**src/rtl/rtc_flag_consts.svh**
```systemverilog
`ifndef RTC_FLAG_CONSTS_SVH
`define RTC_FLAG_CONSTS_SVH
// register offsets within the clock map
`define OFS_FLAGS 15'h7FF0
`define OFS_CENT 15'h7FF1
`define OFS_ASEC 15'h7FF2
`define OFS_AMIN 15'h7FF3
`define OFS_AHOUR 15'h7FF4
`define OFS_ADATE 15'h7FF5
`define OFS_IRQCFG 15'h7FF6
`define OFS_WDOG 15'h7FF7
// watchdog_control fields
`define WD_KICK_BIT 7
`define WD_LOCK_BIT 6
// irq_pin_config fields
`define IC_DOG_BIT 7
`define IC_MATCH_BIT 6
`define IC_LOSS_BIT 5
`define IC_BACKUP_BIT 4
`define IC_HIGH_BIT 3
`define IC_PULSE_BIT 2
`define IC_WMASK 8'hFC
// flags fields
`define FL_DOG_BIT 7
`define FL_MATCH_BIT 6
`define FL_LOSS_BIT 5
`define FL_XTAL_BIT 4
`define FL_CAL_BIT 2
`define FL_WHOLD_BIT 1
`define FL_RHOLD_BIT 0
// alarm mask bit position
`define AL_MASK_BIT 7
// timing: 50 MHz system clock
`define CLK_HZ 50000000
`define TICK32_DIV (`CLK_HZ / 32)
`define TICK1K_DIV (`CLK_HZ / 1024)
`define PULSE_MS 200
`define PULSE_TICKS (`PULSE_MS * 32 / 1000)
`define RST_BYTE 8'h00
`endif

```
**src/rtl/rtc_flag_pkg.sv**
```systemverilog
package rtc_flag_pkg;
   // interrupt pin output mode
   typedef enum logic [1:0] {
      IRQ_IDLE_ST = 2'b00,
      IRQ_PULSE_ST = 2'b01,
      IRQ_LEVEL_ST = 2'b10
   } irq_state_type;
endpackage

```
**src/rtl/rtc_tick_if.sv**
```systemverilog
`timescale 1ns/100ps
// slow time-base enables shared by the divider and the core
interface rtc_tick_if;
   logic tick32; // one-cycle pulse at 32 Hz
   logic tick1k; // one-cycle pulse at 1024 Hz (512 Hz square wave toggles)
   modport src (output tick32, output tick1k);
   modport dst (input tick32, input tick1k);
endinterface

```
**src/rtl/rtc_tick_div.sv**
```systemverilog
`timescale 1ns/100ps
`include "rtc_flag_consts.svh"
// divides the system clock into 32 Hz and 1024 Hz enables
module rtc_tick_div #(
   parameter int DIV32 = `TICK32_DIV,
   parameter int DIV1K = `TICK1K_DIV
) (
   input wire logic clk_sys, // system clock
   input wire logic sys_rst, // sync reset, high
   rtc_tick_if.src ticks // enable outputs
);
   logic [31:0] cnt32_ff, nxt_cnt32; // 32 Hz divider
   logic [31:0] cnt1k_ff, nxt_cnt1k; // 1024 Hz divider
   logic t32_ff, nxt_t32;
   logic t1k_ff, nxt_t1k;

   // next-state of both dividers
   always_comb begin
      nxt_t32 = (cnt32_ff == 32'(DIV32 - 1));
      nxt_cnt32 = nxt_t32 ? 32'h0 : cnt32_ff + 32'h1;
      nxt_t1k = (cnt1k_ff == 32'(DIV1K - 1));
      nxt_cnt1k = nxt_t1k ? 32'h0 : cnt1k_ff + 32'h1;
   end

   // register the dividers
   always_ff @(posedge clk_sys) begin
      if (sys_rst) begin
         cnt32_ff <= 32'h0;
         cnt1k_ff <= 32'h0;
         t32_ff <= 1'b0;
         t1k_ff <= 1'b0;
      end else begin
         cnt32_ff <= nxt_cnt32;
         cnt1k_ff <= nxt_cnt1k;
         t32_ff <= nxt_t32;
         t1k_ff <= nxt_t1k;
      end
   end

   assign ticks.tick32 = t32_ff;
   assign ticks.tick1k = t1k_ff;
endmodule

```
**src/rtl/rtc_watchdog_alarm_flags.sv**
```systemverilog
// Function
// - kick reloads watchdog from time-out field
// - kick bit self-clears after reload
// - kick bit always reads zero
// - write lock protects six-bit time-out field
// - set dog, match, supply-loss flags on events
// - supply-loss enable gates pin, flag always
// - polarity: high push-pull or low open-drain
// - pulse about 200 ms or level till read
// - alarm fields: BCD value plus mask bit
// - reading flags clears three event flags
// - flags reset to zero except crystal fail
// - calibration bit outputs 512 Hz square wave
// - calibration bit resets to zero
`timescale 1ns/100ps
`include "rtc_flag_consts.svh"
module rtc_watchdog_alarm_flags
   import rtc_flag_pkg::*;
#(
   parameter int DIV32 = `TICK32_DIV, // system cycles per 1/32 s
   parameter int DIV1K = `TICK1K_DIV, // system cycles per 1/1024 s
   parameter logic [4:0] PULSE_TICKS = 5'(`PULSE_TICKS) // pulse length in 1/32 s
) (
   input wire logic clk_sys, // system clock 50 MHz
   input wire logic sys_rst, // power-up reset, sync, high
   input wire logic busSel, // register select strobe, one cycle
   input wire logic busWr, // 1 write, 0 read
   input wire logic [14:0] busAddr, // byte address
   input wire logic [7:0] busWrData, // write data
   output logic [7:0] busRdData, // read data, valid cycle after select
   input wire logic [7:0] curSec, // running clock seconds, BCD
   input wire logic [7:0] curMin, // running clock minutes, BCD
   input wire logic [7:0] curHour, // running clock hours, BCD
   input wire logic [7:0] curDate, // running clock date, BCD
   input wire logic supplyFail, // power monitor failure level
   input wire logic crystalFail, // oscillator-fail detect pulse
   output logic clockHold, // freeze clock register updates
   output logic clockLoad, // one-cycle: load written clock values
   output logic irqOut, // interrupt pin output value
   output logic irqOe // interrupt pin output enable
);
   // ************************************************************
   // storage and time base
   // ************************************************************
   rtc_tick_if ticks(); // slow enables
   logic [7:0] alarmReg_ff [4]; // sec, min, hour, date match regs
   logic [7:0] nxt_alarmReg [4];
   logic [7:0] cent_ff, nxt_cent; // century count
   logic [7:0] cfg_ff, nxt_cfg; // irq_pin_config
   logic wdLock_ff, nxt_wdLock; // timeout_write_lock
   logic [5:0] wdTime_ff, nxt_wdTime; // timeout_count_field
   logic [5:0] wdCnt_ff, nxt_wdCnt; // running countdown
   logic wdKick_ff, nxt_wdKick; // pending kick
   logic [7:0] flags_ff, nxt_flags; // event_flag_bits
   logic [7:0] rd_ff, nxt_rd; // read data register
   logic matchPrev_ff, nxt_matchPrev; // previous match state
   logic lossPrev_ff, nxt_lossPrev; // previous supply level
   logic [4:0] pulseCnt_ff, nxt_pulseCnt; // pulse timer
   irq_state_type irqSt_ff, nxt_irqSt; // pin mode
   logic sq_ff, nxt_sq; // 512 Hz square wave
   logic irqOut_ff, nxt_irqOut;
   logic irqOe_ff, nxt_irqOe;
   logic hold_ff, nxt_hold;
   logic load_ff, nxt_load;
   logic wr, rdFlags, dogEvt, matchEvt, lossEvt, anyIrq, matchNow;

   rtc_tick_div #(.DIV32(DIV32), .DIV1K(DIV1K)) u_div (
      .clk_sys(clk_sys),
      .sys_rst(sys_rst),
      .ticks(ticks)
   );

   // true when a field is masked or equal
   function automatic logic fieldOk(input logic [7:0] al, input logic [7:0] cur);
      fieldOk = al[`AL_MASK_BIT] || (al[6:0] == cur[6:0]);
   endfunction

   // ************************************************************
   // events
   // ************************************************************
   always_comb begin
      wr = busSel && busWr;
      rdFlags = busSel && !busWr && (busAddr == `OFS_FLAGS);
      matchNow = fieldOk(alarmReg_ff[0], curSec) && fieldOk(alarmReg_ff[1], curMin)
         && fieldOk(alarmReg_ff[2], curHour) && fieldOk(alarmReg_ff[3], curDate);
      // edge only, so one match second yields one event
      matchEvt = matchNow && !matchPrev_ff;
      lossEvt = supplyFail && !lossPrev_ff;
      // expiry: countdown reaches zero without a kick; zero field disables
      dogEvt = ticks.tick32 && (wdTime_ff != 6'h0) && !wdKick_ff
         && (wdCnt_ff == 6'h1);
      anyIrq = (dogEvt && cfg_ff[`IC_DOG_BIT]) || (matchEvt && cfg_ff[`IC_MATCH_BIT])
         || (lossEvt && cfg_ff[`IC_LOSS_BIT]);
   end

   // ************************************************************
   // register file next state
   // ************************************************************
   always_comb begin
      nxt_alarmReg = alarmReg_ff;
      nxt_cent = cent_ff;
      nxt_cfg = cfg_ff;
      nxt_wdLock = wdLock_ff;
      nxt_wdTime = wdTime_ff;
      nxt_wdKick = 1'b0;
      nxt_flags = flags_ff;
      nxt_rd = rd_ff;
      nxt_matchPrev = matchNow;
      nxt_lossPrev = supplyFail;
      nxt_load = 1'b0;
      // host writes
      if (wr) begin
         unique case (busAddr)
            `OFS_CENT: nxt_cent = busWrData;
            `OFS_ASEC: nxt_alarmReg[0] = busWrData;
            `OFS_AMIN: nxt_alarmReg[1] = busWrData;
            `OFS_AHOUR: nxt_alarmReg[2] = busWrData;
            `OFS_ADATE: nxt_alarmReg[3] = busWrData;
            `OFS_IRQCFG: nxt_cfg = busWrData & `IC_WMASK;
            `OFS_WDOG: begin
               nxt_wdLock = busWrData[`WD_LOCK_BIT];
               // lock as it stood before this write guards the field
               if (!wdLock_ff) begin
                  nxt_wdTime = busWrData[5:0];
               end
               nxt_wdKick = busWrData[`WD_KICK_BIT];
            end
            `OFS_FLAGS: begin
               nxt_flags[`FL_CAL_BIT] = busWrData[`FL_CAL_BIT];
               nxt_flags[`FL_WHOLD_BIT] = busWrData[`FL_WHOLD_BIT];
               nxt_flags[`FL_RHOLD_BIT] = busWrData[`FL_RHOLD_BIT];
               if (!busWrData[`FL_XTAL_BIT]) begin
                  nxt_flags[`FL_XTAL_BIT] = 1'b0;
               end
               // release of write-hold moves written time into the clock
               nxt_load = flags_ff[`FL_WHOLD_BIT] && !busWrData[`FL_WHOLD_BIT];
            end
            default: ;
         endcase
      end
      // reads; kick position always reads as zero
      if (busSel && !busWr) begin
         unique case (busAddr)
            `OFS_FLAGS: nxt_rd = flags_ff;
            `OFS_CENT: nxt_rd = cent_ff;
            `OFS_ASEC: nxt_rd = alarmReg_ff[0];
            `OFS_AMIN: nxt_rd = alarmReg_ff[1];
            `OFS_AHOUR: nxt_rd = alarmReg_ff[2];
            `OFS_ADATE: nxt_rd = alarmReg_ff[3];
            `OFS_IRQCFG: nxt_rd = cfg_ff;
            `OFS_WDOG: nxt_rd = {1'b0, wdLock_ff, wdTime_ff};
            default: nxt_rd = 8'h00;
         endcase
      end
      // read clears event flags; new events win over the clear
      if (rdFlags) begin
         nxt_flags[`FL_DOG_BIT] = 1'b0;
         nxt_flags[`FL_MATCH_BIT] = 1'b0;
         nxt_flags[`FL_LOSS_BIT] = 1'b0;
      end
      if (dogEvt) nxt_flags[`FL_DOG_BIT] = 1'b1;
      if (matchEvt) nxt_flags[`FL_MATCH_BIT] = 1'b1;
      if (lossEvt) nxt_flags[`FL_LOSS_BIT] = 1'b1;
      if (crystalFail) nxt_flags[`FL_XTAL_BIT] = 1'b1;
      nxt_flags[3] = 1'b0;
      nxt_hold = nxt_flags[`FL_WHOLD_BIT];
   end

   // ************************************************************
   // watchdog countdown
   // ************************************************************
   always_comb begin
      nxt_wdCnt = wdCnt_ff;
      // an idle counter picks up a newly written time-out at once,
      // otherwise it would wrap and run the full six-bit range first
      if (wdKick_ff || wdTime_ff == 6'h0 || wdCnt_ff == 6'h0) begin
         nxt_wdCnt = wdTime_ff;
      end else if (ticks.tick32) begin
         nxt_wdCnt = (wdCnt_ff == 6'h1) ? wdTime_ff : wdCnt_ff - 6'h1;
      end
   end

   // ************************************************************
   // interrupt pin
   // ************************************************************
   always_comb begin
      logic act;
      act = 1'b0;
      nxt_irqSt = irqSt_ff;
      nxt_pulseCnt = pulseCnt_ff;
      nxt_sq = ticks.tick1k ? !sq_ff : sq_ff;
      unique case (irqSt_ff)
         IRQ_IDLE_ST: begin
            if (anyIrq) begin
               nxt_irqSt = cfg_ff[`IC_PULSE_BIT] ? IRQ_PULSE_ST : IRQ_LEVEL_ST;
               nxt_pulseCnt = PULSE_TICKS;
            end
         end
         IRQ_PULSE_ST: begin
            if (ticks.tick32) begin
               nxt_pulseCnt = pulseCnt_ff - 5'h1;
               if (pulseCnt_ff == 5'h1) nxt_irqSt = IRQ_IDLE_ST;
            end
         end
         IRQ_LEVEL_ST: begin
            if (rdFlags) nxt_irqSt = IRQ_IDLE_ST;
         end
         default: nxt_irqSt = IRQ_IDLE_ST;
      endcase
      act = (irqSt_ff != IRQ_IDLE_ST);
      if (flags_ff[`FL_CAL_BIT]) begin
         // square wave replaces interrupts while calibrating
         act = sq_ff;
      end
      if (cfg_ff[`IC_HIGH_BIT]) begin
         nxt_irqOut = act;
         nxt_irqOe = 1'b1;
      end else begin
         nxt_irqOut = 1'b0;
         nxt_irqOe = act;
      end
   end

   // ************************************************************
   // registers
   // ************************************************************
   always_ff @(posedge clk_sys) begin
      if (sys_rst) begin
         for (int i = 0; i < 4; i++) alarmReg_ff[i] <= `RST_BYTE;
         cent_ff <= `RST_BYTE;
         cfg_ff <= `RST_BYTE;
         wdLock_ff <= 1'b0;
         wdTime_ff <= 6'h00;
         wdCnt_ff <= 6'h00;
         wdKick_ff <= 1'b0;
         // crystal fail keeps its own state across power-up
         flags_ff <= `RST_BYTE | (flags_ff & (8'h01 << `FL_XTAL_BIT));
         rd_ff <= `RST_BYTE;
         matchPrev_ff <= 1'b1;
         lossPrev_ff <= 1'b0;
         pulseCnt_ff <= 5'h00;
         irqSt_ff <= IRQ_IDLE_ST;
         sq_ff <= 1'b0;
         irqOut_ff <= 1'b0;
         irqOe_ff <= 1'b0;
         hold_ff <= 1'b0;
         load_ff <= 1'b0;
      end else begin
         alarmReg_ff <= nxt_alarmReg;
         cent_ff <= nxt_cent;
         cfg_ff <= nxt_cfg;
         wdLock_ff <= nxt_wdLock;
         wdTime_ff <= nxt_wdTime;
         wdCnt_ff <= nxt_wdCnt;
         wdKick_ff <= nxt_wdKick;
         flags_ff <= nxt_flags;
         rd_ff <= nxt_rd;
         matchPrev_ff <= nxt_matchPrev;
         lossPrev_ff <= nxt_lossPrev;
         pulseCnt_ff <= nxt_pulseCnt;
         irqSt_ff <= nxt_irqSt;
         sq_ff <= nxt_sq;
         irqOut_ff <= nxt_irqOut;
         irqOe_ff <= nxt_irqOe;
         hold_ff <= nxt_hold;
         load_ff <= nxt_load;
      end
   end

   assign busRdData = rd_ff;
   assign clockHold = hold_ff;
   assign clockLoad = load_ff;
   assign irqOut = irqOut_ff;
   assign irqOe = irqOe_ff;

   // ************************************************************
   // checks
   // ************************************************************
   a_kick_reads_zero: assert property (@(posedge clk_sys) disable iff (sys_rst)
      busSel && !busWr && busAddr == `OFS_WDOG |=> !busRdData[`WD_KICK_BIT])
      else $error("kick bit read as one");
   a_kick_reload: assert property (@(posedge clk_sys) disable iff (sys_rst)
      wdKick_ff |=> wdCnt_ff == $past(wdTime_ff))
      else $error("kick did not reload counter");
   a_kick_clears: assert property (@(posedge clk_sys) disable iff (sys_rst)
      wdKick_ff && !(wr && busAddr == `OFS_WDOG) |=> !wdKick_ff)
      else $error("kick did not self clear");
   a_lock_holds: assert property (@(posedge clk_sys) disable iff (sys_rst)
      wdLock_ff && wr && busAddr == `OFS_WDOG |=> $stable(wdTime_ff))
      else $error("locked time-out changed");
   a_zero_no_dog: assert property (@(posedge clk_sys) disable iff (sys_rst)
      wdTime_ff == 6'h0 |=> !$rose(flags_ff[`FL_DOG_BIT]))
      else $error("disabled watchdog expired");
   a_flag_set: assert property (@(posedge clk_sys) disable iff (sys_rst)
      dogEvt |=> flags_ff[`FL_DOG_BIT])
      else $error("dog flag not set");
   a_read_clears: assert property (@(posedge clk_sys) disable iff (sys_rst)
      rdFlags && !matchEvt |=> !flags_ff[`FL_MATCH_BIT])
      else $error("match flag survived read");
   a_loss_gate: assert property (@(posedge clk_sys) disable iff (sys_rst)
      irqSt_ff == IRQ_IDLE_ST && lossEvt && cfg_ff[`IC_LOSS_BIT] |=> irqSt_ff != IRQ_IDLE_ST)
      else $error("supply loss did not raise pin");
   a_opendrain_low: assert property (@(posedge clk_sys) disable iff (sys_rst)
      !$past(cfg_ff[`IC_HIGH_BIT]) |-> !irqOut)
      else $error("open drain drove high");
   a_level_till_read: assert property (@(posedge clk_sys) disable iff (sys_rst)
      irqSt_ff == IRQ_LEVEL_ST && !rdFlags |=> irqSt_ff == IRQ_LEVEL_ST)
      else $error("level dropped without read");
endmodule

```
**config.mk**
```make
export PLATFORM = sky130hd
export DESIGN_NAME = rtc_watchdog_alarm_flags
export DESIGN_NICKNAME = d
export VERILOG_FILES = /design/src/rtl/rtc_flag_pkg.sv /design/src/rtl/rtc_tick_if.sv /design/src/rtl/rtc_tick_div.sv /design/src/rtl/rtc_watchdog_alarm_flags.sv
export VERILOG_INCLUDE_DIRS = /design/src /design/src/rtl
export SDC_FILE = /design/constraint.sdc
export NUM_CORES = 1
export LEC_CHECK = 0
export ABC_CLOCK_PERIOD_IN_PS = 6100
export BUFFER_PORTS_ARGS = -buffer_cell sky130_fd_sc_hd__buf_4
export CELL_PAD_IN_SITES_DETAIL_PLACEMENT = 1
export CELL_PAD_IN_SITES_GLOBAL_PLACEMENT = 2
export CORE_MARGIN = 2
export CORE_UTILIZATION = 39
export DETAILED_ROUTE_END_ITERATION = 6
export GPL_ROUTABILITY_DRIVEN = 0
export PLACE_DENSITY_LB_ADDON = 0.1
export SYNTH_ARGS = -nofsm -noshare
export SYNTH_HDL_FRONTEND = slang
export SYNTH_HIERARCHICAL = 1
export SYNTH_SLANG_ARGS = --single-unit
```
**constraint.sdc**
```tcl
create_clock -name clk_sys -period 6.1 [get_ports clk_sys]
set_clock_uncertainty 0.1 [all_clocks]
set_input_delay 0.915 -clock clk_sys [delete_from_list [all_inputs] [get_ports clk_sys]]
set_output_delay 0.915 -clock clk_sys [all_outputs]
set_load 0.01 [all_outputs]
```
==> impl_metrics.json, run 1 <==
{
  "n_antenna_cell": 0,
  "nets": 981,
  "syn_nets": 938,
  "synth_ff_type": "dfxtp_1",
  "cts_setup_buffers": 0,
  "synth_edf_count": 1,
  "critPathMaxStageDelay_ns": 1.04,
  "path_clk_slew_ns": 0.06,
  "antenna_found_initial": 0,
  "path_max_fanout": 17,
  "cts-resized-gates": 0,
  "finalNonFillerCells": 1160,
  "status": "completed",
  "vias": 6874,
  "grt_pass1_wl_mm": 35.6,
  "num_rows": 50,
  "fillCellCount": 2198,
  "synth_top_area_cell": "dfxtp_1",
  "end_kind": "register",
  "dp_cells": 1128,
  "path_cells": "buf_4, nand2_1, nor4_1, and3_1, nand2_1, nand2_1, a21oi_1",
  "die_w_um": 142,
  "die_area_um2": 20100,
  "cts_hold_buf": 0,
  "grt_pass1_vias": 6956,
  "fmax_mhz": 306,
  "ys_ff_latch": 154,
  "synth.area.top_cells": "dfxtp_1, nand3_1, a21oi_1",
  "maxSlewViolCount": 0,
  "ys_types": 54,
  "slew_headroom_pct": 13.2,
  "synthToLayoutAreaGrowth_pct": 17.3,
  "drtAntennaViolNets": 0,
  "clk_path_buf_depth": 2,
  "clkSinkCount": 154,
  "cp_top_family": "simple AND/OR/NAND/NOR gates",
  "cts_root_buffer": "clkbuf_16",
  "fin_crit_sh_pct": 53.5,
  "core_area_um2": 18700,
  "synth_top_area_share_pct": 41.3,
  "numCtsBuffers": 17,
  "synth_area_per_cell_um2": 8.53,
  "rsz0062_at_grt": "false",
  "port_buffers": 68,
  "drive_gt1_share_pct": 12.9,
  "gr-total-overflow": 0,
  "p_leak_nw": 3.04,
  "wl_mm": 22.0,
  "grt_start_max_net_pins": 73,
  "globalRouteTotalUtil_pct": 22.2,
  "p_total_w": 0.00222,
  "drt_iter0_markers": 462,
  "required_ns": 6.27,
  "startpoint_type": "primary input",
  "synth_warnings": 6,
  "tightestPinTransition_ns": 1.29,
  "ys_async_sr_fraction_pct": 0,
  "crit_arrival_ns": 3.43,
  "netlist_instances": 870,
  "dp_hpwl_mm": 15.8,
  "reg2reg_slack_ns": 3.37,
  "boundaryPins": 73,
  "wire_per_inst_um": 19.0,
  "period_needed_ns": 3.26,
  "drv_cap": 0,
  "initial_core_util_pct": 39.7,
  "critPathKind": "in -> reg",
  "die-height_um": 142,
  "setup-violations-final": 0,
  "slowest_stage": "nor4_1",
  "hp-class": "reg -> reg",
  "worst-path-buf-inv": 1,
  "drc": 0,
  "ir_drop_v": 0.000201,
  "ys_seq_area_share_pct": 41.7,
  "worstSkewPairLatency_ns": 0.42,
  "htreeDepth": 4,
  "viasPerCell": 5.93,
  "dr.pass1.iters": 5,
  "final_hold_viol_count": 0,
  "critPathMostFrequentCell": "nand2_1",
  "synth_area_um2": 7420,
  "p_per_area_nw_per_um2": 255,
  "fin_tns_setup_ns": 0,
  "cts_tree": "yes"
}
## layout make-up
cell class,count,area [um^2],share of cell area [%]
clock inverter,12,170,1.95
timing repair buffer,74,556,6.38
inverter,18,67.6,0.776
multi-input combinational,648,4080,46.9
sequential,154,3090,35.5
tap,234,293,3.36
clock buffer,20,447,5.13
## metrics by stage
stage | worst slack [ns] | hold WS (ns) | cell area (um^2) | utilization [%]
CTS | 2.95 | 0.359 | 8700 | 46.5
detailed placement | 2.51 | 0.345 | 8090 | 43.2
floorplan | 3.24 | 0.336 | 7420 | -
finish | 2.84 | 0.355 | 8700 | 46.5
global route | 2.65 | 0.385 | 8700 | 46.5
global placement | 2.57 | 0.339 | 8090 | 43.2
## power breakdown
| part | internal, W | leakage [nW] | switching, W |
|---|---|---|---|
| clock network | 0.000695 | 0.304 | 0.000420 |
| registers | 0.00101 | 1.24 | 0.00000545 |
| logic | 0.0000376 | 1.49 | 0.0000529 |
## synthesized netlist by cell type, types with 22 or more instances
| cell | count |
|---|---|
| dfxtp_1 | 153 |
| nand2_1 | 74 |
| nand3_1 | 66 |
| nor2_1 | 64 |
| a21oi_1 | 63 |
| clkbuf_1 | 40 |
| xnor2_1 | 29 |
| nand4_1 | 26 |
| o21ai_0 | 24 |
| xor2_1 | 23 |
| a22oi_1 | 22 |
| mux2i_1 | 22 |
| nor3_1 | 22 |
| o31ai_1 | 22 |
| or4_1 | 22 |
## cells in the final DEF, fill, tap and decap left out, types with 5 or more instances in the layout
| master | instances |
|---|---|
| a211oi_1 | 17 |
| a21o_1 | 7 |
| a21oi_1 | 63 |
| a222oi_1 | 6 |
| a22oi_1 | 22 |
| a31oi_1 | 8 |
| a41oi_1 | 7 |
| and2_1 | 5 |
| and3_1 | 18 |
| and4_1 | 8 |
| buf_4 | 74 |
| clkbuf_16 | 17 |
| clkinv_2 | 5 |
| dfxtp_1 | 153 |
| ha_1 | 7 |
| inv_1 | 18 |
| mux2i_1 | 22 |
| nand2_1 | 74 |
| nand2b_1 | 5 |
| nand3_1 | 66 |
| nand4_1 | 26 |
| nor2_1 | 64 |
| nor2b_1 | 8 |
| nor3_1 | 22 |
| nor4_1 | 15 |
| nor4b_1 | 8 |
| o21ai_0 | 24 |
| o31ai_1 | 21 |
| or3_1 | 19 |
| or4_1 | 22 |
| xnor2_1 | 29 |
| xor2_1 | 23 |
## worst reg2reg max path: cells and delay by family (launching register included)
family | cells | cell delay [ns]
adders and majority gates | 1 | 0.25
buffers and inverters | 1 | 0.40
DFF | 1 | 0.37
and+or+nand+nor | 4 | 1.46
## final timing paths
check	start	endpoint	depth (start not counted)
setup / recovery	busAddr[5]	cent_ff[7]	7
hold / removal	busRdData[0]	busRdData[0]	1
setup reg to reg	u_div/cnt1k_ff[0]	u_div/cnt1k_ff[4]	6
hold reg to reg	busRdData[0]	busRdData[0]	1
## logic make-up after synthesis
logic type / Yosys count / share of synthesized area (%)
and+or+nand+nor: 376 / 27.2
DFF: 154 / 41.7
adders and majority gates: 7 / 1.18
muxes: 25 / 3.47
AOI/OAI and AO/OA: 188 / 16.7
buffers and inverters: 68 / 3.66
xor gates and xnor gates: 52 / 6.14
## per-layer routing
layer  up-vias  track usage (%)  part of all wire, %
met2       128             38.6                   49
met5         -                0                    0
met1      3416             28.1                   45
li1       3306                -                    -
met4         0             7.11                  1.7
met3        24             3.67                  4.0
## registers in the layout, indices dropped and copies added, names as in the netlist, 6 cells and up
name / count
alarmReg_ff: 32
busRdData: 8
cent_ff: 8
cfg_ff: 6
flags_ff: 7
u_div/cnt1k_ff: 32
u_div/cnt32_ff: 32
wdCnt_ff: 6
wdTime_ff: 6
Power figures use the tool's default switching activity.
==> run 2: changes to the inputs <==
Settings changed: ABC_CLOCK_PERIOD_IN_PS 6100 to 3400, CORE_UTILIZATION 39 to 36.
Clock period 6.1 ns to 3.4 ns, I/O delays scaled along.
==> impl_metrics.json, run 2 (same netlist as run 1, synthesis figures left out) <==
{
  "status": "completed",
  "boundaryPins": 73,
  "die_area_um2": 21800,
  "cts_setup_buffers": 0,
  "switching_power_w": 0.000878,
  "initial_core_util_pct": 36.7,
  "rsz0062_at_grt": "false",
  "dr.pass1.iters": 6,
  "cts_tree": "yes",
  "fin_tns_setup_ns": 0,
  "r2r-start": "alarmReg_ff[6]",
  "ir_drop_v": 0.000323,
  "p_per_area_nw_per_um2": 464,
  "use_met3_pct": 4.38,
  "dp_cells": 1168,
  "p_leak_nw": 3.06,
  "cts_root_buffer": "clkbuf_16",
  "required_ns": 3.62,
  "cts_hold_buf": 0,
  "internal_power_w": 0.00320,
  "path_clk_slew_ns": 0.06,
  "hp-class": "in -> reg",
  "numCtsBuffers": 17,
  "nets": 985,
  "cts-resized-gates": 0,
  "startpoint_type": "register",
  "met1_usage_pct": 27.9,
  "grt_start_max_net_pins": 61,
  "p_clk_share_pct": 51.3,
  "setup-violations-final": 0,
  "drt_iter0_markers": 441,
  "gr-total-overflow": 0,
  "vias": 6869,
  "wire_per_inst_um": 19.3,
  "crit_arrival_ns": 2.97,
  "gr-usage-met2_pct": 37.1,
  "hp-start": "crystalFail",
  "drc": 0,
  "startpoint": "alarmReg_ff[6]",
  "fin_crit_sh_pct": 80.9,
  "combPwrFrac_pct": 4.0,
  "viasPerCell": 5.72,
  "core_area_um2": 20200,
  "finalNonFillerCells": 1200,
  "final_common_cell": "dfxtp_1",
  "wl_mm": 23.2,
  "clk_path_buf_depth": 2,
  "period_needed_ns": 2.75,
  "clkSinkCount": 154,
  "critPathKind": "reg -> reg",
  "fmax_mhz": 363,
  "p_total_w": 0.00408,
  "largest_registers": "alarmReg_ff: 32 flops, u_div/cnt1k_ff: 32 flops, u_div/cnt32_ff: 32 flops",
  "slew_headroom_pct": 49.0,
  "p_sw_share_pct": 21.5,
  "worstSkewPairLatency_ns": 0.43,
  "drv_cap": 0,
  "htreeDepth": 4,
  "seqPwrFrac_pct": 44.7,
  "drtAntennaViolNets": 0,
  "grt_pass1_wl_mm": 37.7,
  "antenna_found_initial": 0,
  "final_hold_viol_count": 0,
  "maxSlewViolCount": 0,
  "globalRouteTotalUtil_pct": 21.9,
  "grt_pass1_vias": 6956,
  "synthToLayoutAreaGrowth_pct": 18.6,
  "drive_gt1_share_pct": 13.2,
  "port_buffers": 68,
  "die_w_um": 148,
  "n_antenna_cell": 0,
  "path_max_fanout": 5,
  "tightestPinTransition_ns": 0.762,
  "dp_hpwl_mm": 16.7,
  "end_kind": "register",
  "layout_common_cells": "dfxtp_1, buf_4, nand2_1",
  "die-height_um": 148,
  "num_rows": 52,
  "gr-max-usage-layer": "met2"
}
[run 2: worst paths after layout]
path,to,slack (ns),cells past startpoint
setup reg to reg,pulseCnt_ff[1],0.65,7
hold reg to reg,busRdData[7],0.36,1
hold / removal,flags_ff[4],0.17,1
setup / recovery,pulseCnt_ff[1],0.65,7
[run 2: power groups by stage]
stage / Combinational (W) / Sequential (W) / Clock [W]
final: 0.000164 / 0.00182 / 0.00209
after global routing: 0.000178 / 0.00182 / 0.00223
after CTS: 0.000165 / 0.00182 / 0.00214
after detailed placement: 0.000164 / 0.00186 / 0
after global placement: 0.000160 / 0.00186 / 0
after floorplan: 0.0000713 / 0.00186 / 0
[run 2: cell type report]
cell class | count | area (um^2)
repair buffers | 78 | 586
clock inverters | 12 | 195
fillers | 2374 | 11400
multi-input cells | 648 | 4080
flip-flops and latches | 154 | 3090
inverters | 18 | 67.6
well taps | 270 | 338
clock buffers | 20 | 447
[run 2: metal layers]
metal	vias up	wire length [um]
li1	3323	-
met4	0	399
met3	31	902
met5	-	0
met2	121	11400
met1	3394	10500
[run 2: worst max-delay path, cell delays in order (launching register included)]
cell	delay (ns)
dfxtp_1	0.37
xor2_1	0.18
nor4_1	0.35
buf_4	0.20
a41oi_1	0.16
or4_4	0.57
o31a_1	0.40
mux2_4	0.32
[run 2: per-stage QoR]
stage,instance area [um^2],hold slack (ns),utilization (%),setup WS [ns]
floorplan,7420,0.336,-,0.945
global placement,8160,0.341,40.3,0.456
detailed placement,8160,0.346,40.3,0.409
CTS,8800,0.160,43.5,0.628
global route,8800,0.157,43.5,0.489
finish,8800,0.174,43.5,0.649
==> run 3: changes to the inputs <==
Settings changed: ABC_CLOCK_PERIOD_IN_PS 3400 to 2460, CORE_UTILIZATION 36 to 33.
Clock period 3.4 ns to 2.46 ns, I/O delays scaled along.
==> impl_metrics.json, run 3 (same netlist as run 1, synthesis figures left out) <==
{
  "register_area_um2": 3100,
  "startpoint_type": "register",
  "cts_tree": "yes",
  "globalRouteTotalUtil_pct": 19.9,
  "final_hold_viol_count": 0,
  "p_leak_nw": 3.20,
  "fmax_mhz": 402,
  "path_clk_slew_ns": 0.06,
  "maxSlewViolCount": 0,
  "antenna_found_initial": 0,
  "multi_input_area_um2": 4120,
  "place_area_um2": 8430,
  "fin_crit_sh_pct": 101,
  "rsz0062_at_grt": "true",
  "setup_slack_ns": -0.0245,
  "fin_tns_setup_ns": -0.0245,
  "boundaryPins": 73,
  "ir_drop_v": 0.000468,
  "cts_root_buffer": "clkbuf_16",
  "worstSkewPairLatency_ns": 0.42,
  "viasPerCell": 5.63,
  "grt_pass1_wl_mm": 37.7,
  "synthToLayoutAreaGrowth_pct": 22.3,
  "clk_path_buf_depth": 2,
  "end_kind": "register",
  "cts_setup_buffers": 0,
  "port_buffers": 68,
  "fillCellCount": 2582,
  "final_area_um2": 9070,
  "die-height_um": 154,
  "largest_registers": "alarmReg_ff: 32 flops, u_div/cnt1k_ff: 32 flops, u_div/cnt32_ff: 32 flops",
  "core_area_um2": 22000,
  "period_needed_ns": 2.48,
  "num_rows": 54,
  "crit_arrival_ns": 2.69,
  "drt_iter0_markers": 308,
  "nets": 1015,
  "gr-total-overflow": 0,
  "numCtsBuffers": 17,
  "die_area_um2": 23700,
  "die_w_um": 154,
  "final_common_cell": "dfxtp_1",
  "initial_core_util_pct": 33.8,
  "violations": "negative setup slack",
  "htreeDepth": 4,
  "drv_cap": 0,
  "clkSinkCount": 154,
  "slew_headroom_pct": 53.8,
  "hold_ws_ns": 0.0419,
  "dr.pass1.iters": 4,
  "drc": 0,
  "p_per_area_nw_per_um2": 601,
  "grt_start_max_net_pins": 60,
  "critPathKind": "reg -> reg",
  "dp_hpwl_mm": 17.1,
  "wire_per_inst_um": 18.6,
  "status": "finished, violations left",
  "grt_pass1_vias": 7197,
  "setup-violations-final": 1,
  "wl_mm": 23.1,
  "n_antenna_cell": 0,
  "hp-class": "in -> reg",
  "drtAntennaViolNets": 0,
  "path_max_fanout": 5,
  "vias": 6979,
  "drive_gt1_share_pct": 16.9,
  "layout_common_cells": "dfxtp_1, buf_4, nand2_1",
  "tightestPinTransition_ns": 0.694,
  "postLayoutCoreUtil_pct": 41.3,
  "required_ns": 2.66
}
==> run 3: changes by cell type in the layout (fill, tap and decap cells not counted), moves of 3 or more <==
cell | previous run | this run
buf_4 | 78 | 106
inv_6 | 0 | 4
bufinv_16 | 5 | 2
dfxtp_1 | 153 | 150
dfxtp_2 | 0 | 3
nor4_1 | 15 | 12
nor4_2 | 0 | 3
==> run 3: through the flow <==
stage	std cells	power, W	setup slack (ns)
CTS	1240	0.00553	-0.0534
global placement	1208	0.00281	-0.287
global route	1240	0.00567	-0.114
detailed placement	1208	0.00281	-0.317
finish	1240	0.00545	-0.0245
floorplan	870	0.00267	0.146
==> run 3: layer usage <==
layer  up-vias  track usage [%]  share of wire, %
li1       3378                -                 -
met1      3466             23.2                44
met2       108             36.5                51
met3        27             3.13               2.7
met4         0             7.61               2.1
met5         -                0                 0
==> run 3: layout make-up <==
| cell class | instances | area share [%] |
|---|---|---|
| clock buffers | 21 | 5.20 |
| multi-input cells | 648 | 45.4 |
| inverters | 18 | 0.745 |
| well taps | 280 | 3.86 |
| repair buffers | 108 | 9.21 |
| clock inverters | 11 | 1.45 |
| flip-flops and latches | 154 | 34.1 |
==> run 3: worst paths after layout <==
check,from,end,slack [ns],cells after the start
min,crystalFail,flags_ff[4],0.04,1
min reg2reg,cent_ff[6],cent_ff[6],0.36,2
max reg2reg,alarmReg_ff[1],pulseCnt_ff[1],-0.02,7
max,alarmReg_ff[1],pulseCnt_ff[1],-0.02,7
==> run 3: repair_timing <==
action | in CTS | in global routing
hold buffers | 0 | 0
gates resized for setup | 6 | 3
setup endpoints to repair | 5 | 6
pin swaps | 10 | 2
==> run 3: power breakdown <==
group | total, W | internal, W | switching (W) | leakage, nW
Clock | 0.00269 | 0.00160 | 0.00110 | 0.286
Sequential | 0.00252 | 0.00251 | 0.0000131 | 1.24
Combinational | 0.000238 | 0.000101 | 0.000137 | 1.67
Total | 0.00545 | 0.00421 | 0.00125 | 3.20
==> run 3: worst max-delay path: stages, from the launching register on <==
cell and delay [ns]:
dfxtp_2 0.34, xor2_2 0.14, nor4_2 0.25, buf_4 0.16, a41oi_2 0.10, or4_4 0.59, o31a_1 0.36, mux2_4 0.32
